File: src/rtl/wwr_pkg.sv
// Package: timing constants and state encodings for the window watchdog reset block
package wwr_pkg;
	// Clock rate in kHz (250 MHz reference)
	localparam int unsigned CLK_KHZ = 250000;
	// Nominal times in microseconds, fast timing
	localparam int unsigned T_SAM_US = 500;
	localparam int unsigned T_HOLD_FAST_US = 16000;
	localparam int unsigned T_SPAN_FAST_US = 32000;
	localparam int unsigned T_LONG_FAST_US = 128000;
	// Slow timing doubles every figure
	localparam int unsigned SLOW_MULT = 2;
	// Long first open span counts as this many standard open spans
	localparam int unsigned LONG_MULT = 4;
	// Sample period in clock cycles
	localparam int unsigned SAM_CYC = T_SAM_US * (CLK_KHZ / 1000);
	// Span lengths in sample ticks
	localparam int unsigned HOLD_TICKS = T_HOLD_FAST_US / T_SAM_US;
	localparam int unsigned SPAN_TICKS = T_SPAN_FAST_US / T_SAM_US;
	localparam int unsigned LONG_TICKS = T_LONG_FAST_US / T_SAM_US;
	// Counter widths
	localparam int unsigned PRE_W = 18;
	localparam int unsigned SPAN_W = 10;
	// Watchdog modes
	typedef enum logic [1:0] {
		MODE_FAST = 2'h0,
		MODE_SLOW = 2'h1,
		MODE_OFF = 2'h2
	} wwr_mode_e;
	// Sequencer states
	typedef enum logic [2:0] {
		ST_HOLD = 3'h0,
		ST_IGNORE = 3'h1,
		ST_LONG_OPEN = 3'h2,
		ST_CLOSED = 3'h3,
		ST_OPEN = 3'h4
	} wwr_state_e;
endpackage

File: src/rtl/wwr_tick_if.sv
// Interface: sample tick and trigger detection between timebase and sequencer
`timescale 1ns/100ps
`default_nettype none
interface wwr_tick_if;
	logic tick;
	logic trig;
	modport src (output tick, output trig);
	modport dst (input tick, input trig);
endinterface
`default_nettype wire

File: src/rtl/wwr_sampler.sv
// Sample timebase and kick trigger detector
`timescale 1ns/100ps
`default_nettype none
module wwr_sampler #(
	// Clock cycles per fast sample period; the default is the real timebase
	parameter int unsigned SAM_CYCLES = wwr_pkg::SAM_CYC
) (
	input wire logic i_ref_clk,
	input wire logic i_rst_b,
	input wire logic i_slow,
	input wire logic i_kick,
	wwr_tick_if.src tk
);
	import wwr_pkg::*;
	logic [PRE_W-1:0] pre_q, pre_d; // Prescaler count
	logic tick_q, tick_d; // Sample tick pulse
	logic [3:0] hist_q, hist_d; // Last four samples, newest in bit 0
	logic trig_q, trig_d; // Valid trigger pulse
	logic [PRE_W-1:0] pre_top; // Prescaler terminal value
	assign pre_top = i_slow ? PRE_W'(SAM_CYCLES * SLOW_MULT - 1)
		: PRE_W'(SAM_CYCLES - 1);
	// Next values: prescaler, sample shift and pattern match
	always_comb begin
		pre_d = pre_q + 1'b1;
		tick_d = 1'b0;
		hist_d = hist_q;
		trig_d = 1'b0;
		if (pre_q >= pre_top) begin
			pre_d = '0;
			tick_d = 1'b1;
			hist_d = {hist_q[2:0], i_kick};
			// High-high-low-low pattern marks a falling edge trigger
			trig_d = ({hist_q[2:0], i_kick} == 4'b1100);
		end
	end
	// Register stage
	always_ff @(posedge i_ref_clk) begin
		if (!i_rst_b) begin
			pre_q <= '0;
			tick_q <= 1'b0;
			hist_q <= 4'h0;
			trig_q <= 1'b0;
		end else begin
			pre_q <= pre_d;
			tick_q <= tick_d;
			hist_q <= hist_d;
			trig_q <= trig_d;
		end
	end
	assign tk.tick = tick_q;
	assign tk.trig = trig_q;
	// Trigger only ever lands on a sample tick
	a_trig_on_tick: assert property (@(posedge i_ref_clk) disable iff (!i_rst_b)
		trig_q |-> tick_q) else $error("trigger outside sample tick");
	// Trigger needs the high-high-low-low history
	a_trig_pattern: assert property (@(posedge i_ref_clk) disable iff (!i_rst_b)
		trig_q |-> hist_q == 4'b1100) else $error("trigger without valid pattern");
endmodule
`default_nettype wire

File: src/rtl/wwr_top.sv
// Window watchdog and reset sequencer top
// Behaviour
// - Mode pins select fast, slow or off
// - Both pins low gives fast timing
// - Hold reset low after power-on
// - Reset release starts ignore span
// - Kicks ignored during ignore span
// - Then long first open span, four spans
// - Trigger in long span starts closed span
// - Falling kick edge is the trigger
// - Two high then two low samples
// - Closed span end starts standard open span
// - Trigger in open span starts closed span
// - Open span expiry forces reset low
// - Trigger in closed span forces reset
// - Undervoltage drives reset low
// - Enable switches regulator on or off
// - Slow mode doubles sample and span times
// - Hold time fast only with both low
`timescale 1ns/100ps
`default_nettype none
module wwr_top #(
	// Clock cycles per fast sample period; only a bench shortens it
	parameter int unsigned SAM_CYCLES = wwr_pkg::SAM_CYC
) (
	input wire logic i_ref_clk,
	input wire logic i_rst_b,
	input wire logic i_enable, // Regulator enable pin
	input wire logic i_undervolt, // Comparator: output below threshold
	input wire logic i_wd_mode_sel_1,
	input wire logic i_wd_mode_sel_2,
	input wire logic i_kick_input,
	output logic o_reg_on, // Regulator on
	output logic o_reset_out_b, // Reset to processor, low active
	output wwr_pkg::wwr_state_e o_state // Sequencer state
);
	import wwr_pkg::*;
	// Two-flop synchronisers for pins
	logic [4:0] s1_q, s2_q;
	always_ff @(posedge i_ref_clk) begin
		if (!i_rst_b) begin
			s1_q <= 5'h0_0;
			s2_q <= 5'h0_0;
		end else begin
			s1_q <= {i_enable, i_undervolt, i_wd_mode_sel_1, i_wd_mode_sel_2, i_kick_input};
			s2_q <= s1_q;
		end
	end
	logic en_s, uv_s, m1_s, m2_s, kick_s; // Synchronised pins
	assign {en_s, uv_s, m1_s, m2_s, kick_s} = s2_q;
	// Decode mode from pin levels
	function automatic wwr_mode_e mode_of(input logic m1, input logic m2);
		if (!m2)
			return MODE_FAST;
		else if (!m1)
			return MODE_SLOW;
		else
			return MODE_OFF;
	endfunction
	wwr_mode_e mode;
	assign mode = mode_of(m1_s, m2_s);
	logic slow_hold; // Hold time doubled unless both pins low
	assign slow_hold = m1_s | m2_s;
	// Sample timebase and trigger detector
	wwr_tick_if tk ();
	wwr_sampler #(
		.SAM_CYCLES(SAM_CYCLES)
	) u_sampler (
		.i_ref_clk(i_ref_clk),
		.i_rst_b(i_rst_b),
		.i_slow(mode == MODE_SLOW),
		.i_kick(kick_s),
		.tk(tk)
	);
	// Supply good: regulator enabled and above threshold
	logic supply_ok;
	assign supply_ok = en_s & ~uv_s;
	wwr_state_e st_q, st_d; // Sequencer state
	logic [SPAN_W-1:0] cnt_q, cnt_d; // Ticks spent in current state
	logic rst_q, rst_d; // Reset output, low active
	logic reg_q, reg_d; // Regulator on
	logic [SPAN_W-1:0] hold_len, span_len, long_len; // Lengths in ticks
	logic wd_on; // Watchdog armed
	// In slow timing the tick itself is doubled, hold included; other modes double the hold count unless both pins low
	always_comb begin
		hold_len = (slow_hold && mode != MODE_SLOW) ? SPAN_W'(HOLD_TICKS * SLOW_MULT)
			: SPAN_W'(HOLD_TICKS);
		span_len = SPAN_W'(SPAN_TICKS);
		long_len = SPAN_W'(LONG_TICKS);
	end
	assign wd_on = (mode != MODE_OFF);
	// Sequencer next state
	always_comb begin
		st_d = st_q;
		cnt_d = cnt_q;
		rst_d = rst_q;
		reg_d = en_s;
		if (!supply_ok) begin
			// Power loss or undervoltage: back to hold
			st_d = ST_HOLD;
			cnt_d = '0;
			rst_d = 1'b0;
		end else if (tk.tick) begin
			cnt_d = cnt_q + 1'b1;
			case (st_q)
				ST_HOLD: begin
					rst_d = 1'b0;
					if (cnt_q + 1'b1 >= hold_len) begin
						st_d = ST_IGNORE;
						cnt_d = '0;
						rst_d = 1'b1;
					end
				end
				ST_IGNORE: begin
					// Kick activity disregarded here
					if (cnt_q + 1'b1 >= span_len) begin
						st_d = wd_on ? ST_LONG_OPEN : ST_IGNORE;
						cnt_d = '0;
					end
				end
				ST_LONG_OPEN, ST_OPEN: begin
					if (tk.trig) begin
						st_d = ST_CLOSED;
						cnt_d = '0;
					end else if (cnt_q + 1'b1 >= ((st_q == ST_OPEN) ? span_len : long_len)) begin
						st_d = ST_HOLD;
						cnt_d = '0;
						rst_d = 1'b0;
					end
				end
				ST_CLOSED: begin
					if (tk.trig) begin
						st_d = ST_HOLD;
						cnt_d = '0;
						rst_d = 1'b0;
					end else if (cnt_q + 1'b1 >= span_len) begin
						st_d = ST_OPEN;
						cnt_d = '0;
					end
				end
				default: begin
					st_d = ST_HOLD;
					cnt_d = '0;
					rst_d = 1'b0;
				end
			endcase
		end
		// Off mode: park in ignore once released, at once and not only on a tick,
		// so that a mode change never leaves a watchdog span running between ticks
		if (supply_ok && !wd_on && st_q != ST_HOLD) begin
			st_d = ST_IGNORE;
			cnt_d = '0;
			rst_d = 1'b1;
		end
	end
	// Sequencer registers
	always_ff @(posedge i_ref_clk) begin
		if (!i_rst_b) begin
			st_q <= ST_HOLD;
			cnt_q <= '0;
			rst_q <= 1'b0;
			reg_q <= 1'b0;
		end else begin
			st_q <= st_d;
			cnt_q <= cnt_d;
			rst_q <= rst_d;
			reg_q <= reg_d;
		end
	end
	assign o_reset_out_b = rst_q;
	assign o_reg_on = reg_q;
	assign o_state = st_q;
	// Reset low throughout hold
	a_hold_low: assert property (@(posedge i_ref_clk) disable iff (!i_rst_b)
		st_q == ST_HOLD |-> !rst_q) else $error("reset high during hold");
	// Undervoltage reaches reset within one cycle
	a_uv_reset: assert property (@(posedge i_ref_clk) disable iff (!i_rst_b)
		!supply_ok |=> !rst_q && st_q == ST_HOLD) else $error("undervoltage ignored");
	// Leaving hold releases reset into ignore
	a_release_ign: assert property (@(posedge i_ref_clk) disable iff (!i_rst_b)
		st_q == ST_HOLD ##1 st_q != ST_HOLD |-> st_q == ST_IGNORE && rst_q)
		else $error("release not into ignore");
	// No trigger effect in ignore
	a_ignore_kick: assert property (@(posedge i_ref_clk) disable iff (!i_rst_b)
		st_q == ST_IGNORE && supply_ok && wd_on && cnt_q + 1'b1 < span_len |=> st_q == ST_IGNORE)
		else $error("ignore span cut short");
	// Trigger in open spans starts closed
	a_open_trig: assert property (@(posedge i_ref_clk) disable iff (!i_rst_b)
		(st_q == ST_OPEN || st_q == ST_LONG_OPEN) && tk.trig && supply_ok && wd_on
		|=> st_q == ST_CLOSED && cnt_q == 0) else $error("trigger did not close");
	// Premature trigger resets
	a_closed_trig: assert property (@(posedge i_ref_clk) disable iff (!i_rst_b)
		st_q == ST_CLOSED && tk.trig && supply_ok && wd_on |=> st_q == ST_HOLD && !rst_q)
		else $error("early trigger missed");
	// Closed end opens the standard span
	a_closed_end: assert property (@(posedge i_ref_clk) disable iff (!i_rst_b)
		st_q == ST_CLOSED ##1 st_q != ST_CLOSED && rst_q && wd_on |-> st_q == ST_OPEN)
		else $error("closed span end wrong");
	// Open span never outlives its length
	a_open_bound: assert property (@(posedge i_ref_clk) disable iff (!i_rst_b)
		st_q == ST_OPEN |-> cnt_q < span_len) else $error("open span overran");
	// Off mode never enters watchdog spans
	a_off_mode: assert property (@(posedge i_ref_clk) disable iff (!i_rst_b)
		mode == MODE_OFF && $past(mode) == MODE_OFF ##1 1'b1 |-> st_q inside {ST_HOLD, ST_IGNORE})
		else $error("watchdog active in off mode");
endmodule
`default_nettype wire

File: config.mk
export PLATFORM = sky130hd
export DESIGN_NAME = wwr_top
export DESIGN_NICKNAME = d
export VERILOG_FILES = /design/src/rtl/wwr_pkg.sv /design/src/rtl/wwr_tick_if.sv /design/src/rtl/wwr_sampler.sv /design/src/rtl/wwr_top.sv
export SDC_FILE = /design/constraint.sdc
export NUM_CORES = 1
export LEC_CHECK = 0
export BUFFER_PORTS_ARGS = -buffer_cell sky130_fd_sc_hd__buf_4
export CORE_MARGIN = 8
export CORE_UTILIZATION = 65
export CTS_BUF_LIST = sky130_fd_sc_hd__clkbuf_4
export DETAILED_ROUTE_END_ITERATION = 7
export GPL_ROUTABILITY_DRIVEN = 0
export PLACE_DENSITY = 0.95
export SYNTH_ARGS = -nofsm -noshare
export SYNTH_HDL_FRONTEND = slang
export SYNTH_HIERARCHICAL = 1
export SYNTH_SLANG_ARGS = --single-unit
File: constraint.sdc
create_clock -name i_ref_clk -period 7.45 [get_ports i_ref_clk]
set_input_delay 1.49 -clock i_ref_clk [delete_from_list [all_inputs] [get_ports i_ref_clk]]
set_output_delay 1.49 -clock i_ref_clk [all_outputs]
set_load 0.02 [all_outputs]
-- Word-level counts from Yosys, hierarchy flattened
Index checks and enable logic that the tools add are counted.
- add/sub/neg operators: 2
- order comparisons: 4
- eq/ne operators: 21
- muxes and demuxes: 31
- bitwise operators: 5
- reduce and logical (&&, ||, !) cells: 13
- operator list (operator ; number):
    10-bit two-way mux ; 5
    10-bit case mux with 4 select lines ; 1
    18-bit by 1-bit adder with 18-bit output (second input constant) ; 1
    18-bit >= comparator ; 1
    18-bit two-way mux ; 1
    3-bit two-way mux ; 6
    4-bit inequality test (second input constant) ; 4
    5-bit AND reduction ; 3
    3-bit case mux with 4 select lines ; 1
    1-bit two-way mux ; 11
    10-bit by 1-bit adder with 10-bit output (second input constant) ; 1
    10-bit by 7-bit >= comparator with 1-bit output ; 1
    10-bit by 7-bit >= comparator with 1-bit output (second input constant) ; 1
    10-bit by 9-bit >= comparator with 1-bit output ; 1
    5-bit by 4-bit inequality test with 1-bit output (second input constant) ; 2
    9-bit two-way mux ; 1
    7-bit two-way mux ; 1
    3-bit by 2-bit equality test with 1-bit output (second input constant) ; 2
    2-bit two-way mux ; 3
    2-bit inequality test (second input constant) ; 3
    3-bit by 2-bit inequality test with 1-bit output (second input constant) ; 2
    4-bit equality test (second input constant) ; 1
    4-bit by 3-bit inequality test with 1-bit output (second input constant) ; 1
    1-bit case mux with 4 select lines ; 1
    16 further kinds ; 21
- register bits: 48

-- Logic depth before layout (Yosys ltp)
- word-level depth: 11
- mapped depth: 12

-- Modules after synthesis
Netlist, hierarchy kept.
- by module, submodules not included (module ; instances ; cells each ; area each (µm²) ; sequential area each (µm²)):
    wwr_top ; 1 ; 176 ; 1471.4 ; 500.5
    wwr_sampler ; 1 ; 123 ; 1159.9 ; 460.4

-- Least setup slack after synthesis
OpenSTA, ideal clock, no wires.
- kind: input -> register
- start: in i_rst_b
- end: reg st_q[2] (netlist: o_state[2])
- library setup time: 0.059 ns
- arrival time: 2.682 ns
- data required time: 7.391 ns
- slack: 4.709 ns
- stages on the path: 6
- cells stage by stage: nand3b_1 -> a21oi_1 -> nand2_1 -> or3_1 -> or4_1 -> nand2_1
- word-level cells in the longest chain between the ends: 2
- ends and longest elaborated chain (item ; line ; RTL):
    start, declared ; wwr_top.sv:27 ; input wire logic i_rst_b,
    1-bit NOT (no source line) ; - ;
    3-bit OR reduction (no source line) ; - ;
    end signal, assigned ; wwr_top.sv:164 ; st_q <= st_d;
    end, declared ; wwr_top.sv:78 ; wwr_state_e st_q, st_d;
No other way between the ends.
A chain may end at the register's enable or synchronous reset.

-- Worst setup path in the final report
- start: reg cnt_q[0]
- end: reg cnt_q[3]
- word-level cells in the longest chain between the ends: 5
- elaborated cells between the ends (all ways): 10
- ends and longest elaborated chain (item ; line ; RTL):
    start, declared ; wwr_top.sv:79 ; logic [SPAN_W-1:0] cnt_q, cnt_d;
    start signal, assigned ; wwr_top.sv:165 ; cnt_q <= cnt_d;
    10-bit by 1-bit adder with 10-bit output * ; - ;
    10-bit by 7-bit >= comparator with 1-bit output or 10-bit by 9-bit >= comparator with 1-bit output (tied branches) ; wwr_top.sv:116, wwr_top.sv:136, wwr_top.sv:125 ;
    10-bit two-way mux (on tied branches) ; wwr_top.sv:116, wwr_top.sv:136, wwr_top.sv:125 ;
    10-bit two-way mux (on tied branches) ; wwr_top.sv:132, wwr_top.sv:122 ;
    10-bit case mux with 4 select lines * ; wwr_top.sv:105 ; case (st_q)
Every way passes the cells marked *; elsewhere a longest branch is shown, timed or not.

==> impl_metrics.ini <==
[die]
core-area_sq_um = 3943
die_w_microns = 79.63
die-area_sq_um = 6340
start_util = 0.6674
fp.dieH_microns = 79.63
fp-row-count = 23
pin_count = 12

[synth]
synth_top_area_share = 0.3652
synth_commonest_cells = dfxtp_1 (48), nor2_1 (36), nand2_1 (32), and2_1 (14)
synth.distinct_cells = 54
avgSynthCellArea_sq_um = 8.800
syn_nets = 319
synthTopCellsByArea = dfxtp_1 (37%), ha_1 (6.2%), nor2_1 (5.1%)
synth_area_sq_um = 2631
async_flop_share = 0
yosys.area.top_type = dfxtp_1
ys_seq_area_frac = 0.3652
ys_warn_count = 6
synth_ff_type = dfxtp_1
synth_edf_count = 0
ys_ff_latch = 48
yosysMostFrequentCell = dfxtp_1
synth_cells = 299

[worst_setup_path]
reg2reg_depth = 9
cp_num_cells = 9
max_stage_delay_ps = 880
reg2reg_setup_slack_ps = 4150
cp-start-kind = flip-flop
crit_path_start = cnt_q[0]
cp-endpoint = cnt_q[3]
crit_path_max_fanout = 11
worstPathArrival_ps = 3600
reg2reg_to = cnt_q[3]
path_buf_inv = 0
r2r-start = cnt_q[0]
crit_chain = ha_1, nand3_2, nor2_1, xnor2_1, ha_1, o211a_1, a2111oi_2, o31ai_1, o211ai_1
worstSetupPathType = flip-flop to flip-flop
end_kind = flip-flop
cpMostUsedCell = ha_1
slowest_stage = a2111oi_2
cp_top_family = compound AO/OA/AOI/OAI gates
required_ps = 7750

[place]
placed_cells = 350
detailedPlacementHpwl_mm = 4.041
place_area_sq_um = 2708
io_buffers = 11

[clocking]
cts_resized = 0
cts_setup_buffers = 0
cts.hold.buffers_added = 0
cts_buffers = 5
cts_tree = built
h-tree-depth = 2
clk_path_buf_depth = 2
cts_root_buf = clkbuf_4
clk_latency_ps = 370
path_clk_slew_ps = 140
cts.sinks = 48

[power]
clockPowerShare = 0.359
power_frac_comb = 0.039
p_switching_w = 0.00009713
switching_share = 0.2222
p_int_w = 0.0003400
cellLeakagePower_nw = 0.9872
seqPwrFrac = 0.602
cellPowerDensity_nw_per_um2 = 156.6
vdd_drop_max_mv = 0.1663

[detailed_routing]
wire_per_inst_microns = 15.56
drc = 0
ant_nets = 0
drt_pass1_iterations = 4
vias = 2185
drt-total-wl_mm = 5.571
drt-vias-per-instance = 6.103
drtIter0Drc = 274

[sta]
min_period_over_period = 0.4429
rsz0062_at_grt = no
slew_viol_final = 0
worstMarginPinSlew_ps = 1182
relSlewSlack = 0.2071
finalSetupViolCount = 0
finalCriticalPeriod_ps = 3300
fin_skew_ps = 8.784
hold_viol_final = 0
max_freq_mhz = 303.1
tns_ps = 0
whs_ps = 451.6

[layout]
syn2layout_area_growth_pct = 6.087
drive_above_1_share = 0.1136
instances_no_fill = 358
design_area_sq_um = 2791
n_antenna_cell = 0
fin_nets = 327

[grt]
antenna_found_initial = 0
grt_start_max_net_pins = 20
overflow = 0
grt_pass1_vias = 2075
grt_usage = 0.1852
grt_pass1_wl_mm = 9.563

[hold_path]
hold_depth = 1
hold_class = flip-flop to flip-flop

[outcome]
status = finished, final reports clean

[job]
maxCapViolations = 0
## power by group through the flow
stage                     logic [W]  clock network [W]  registers (W)
after global routing      0.0000192           0.000176       0.000264
after detailed placement  0.0000170                  0       0.000269
after global placement    0.0000161                  0       0.000268
after CTS                 0.0000173           0.000162       0.000263
final                     0.0000172           0.000157       0.000263
after floorplan           0.0000116                  0       0.000268
## kinds of logic after synthesis
group	synth area share
flops	0.3652
fa+ha+maj	0.06562
buf+inv	0.04185
xor+xnor	0.06657
compound gates	0.1450
simple gates	0.2929
mux	0.02283
## routing by layer
metal  up-vias  global-route usage  share of wire
met2        54              0.3187           0.51
li1       1081                   -              -
met4         0              0.1000          0.038
met3        22             0.05180          0.048
met5         -                   0              0
met1      1028              0.2004           0.40
## sequential cells by signal, indices dropped and copies added (netlist names)
name / count
u_sampler/pre_q: 18
cnt_q: 10
s1_q: 5
s2_q: 5
o_state: 3
u_sampler/hist_q: 3
o_reg_on: 1
o_reset_out_b: 1
u_sampler/tk.tick: 1
u_sampler/tk.trig: 1
## worst min path at each step
stage | startpoint | endpoint | slack [ps]
2_1_floorplan | s1_q[0] | s2_q[0] | 410
3_3_place_gp | s1_q[4] | s2_q[4] | 410
3_5_place_dp | s1_q[3] | s2_q[3] | 430
4_1_cts | s1_q[3] | s2_q[3] | 460
5_1_grt | u_sampler/hist_q[1] | u_sampler/tk.trig | 480
6_report | s1_q[3] | s2_q[3] | 450
## cell type report
class                   count  area (sq um)
fillers                   278          1151
multi-input cells         230          1560
well taps                  50         62.56
repair buffers             11         82.58
flip-flops and latches     48         960.9
inverters                  11         41.29
clock inverters             3         46.29
clock buffers               5         37.54
## metrics by stage
| stage | total power [W] | util | worst slack (ps) |
|---|---|---|---|
| 2_1_floorplan | 0.0002800 | - | 4709 |
| 3_3_place_gp | 0.0002846 | 0.6868 | 4334 |
| 3_5_place_dp | 0.0002859 | 0.6868 | 4189 |
| 4_1_cts | 0.0004425 | 0.7080 | 4168 |
| 5_1_grt | 0.0004587 | 0.7080 | 3820 |
| 6_report | 0.0004371 | 0.7080 | 4150 |
## cells in the final DEF (no fill, tap or decap), types with 9 or more instances in the layout
cell type / count
xnor2_1: 13
nand2_1: 32
buf_4: 11
nand3_1: 11
nor3_1: 9
and2_1: 14
nor2_1: 36
o21ai_0: 10
dfxtp_1: 48
ha_1: 13
inv_1: 11
Note: power is estimated with default switching activity, not from simulation.
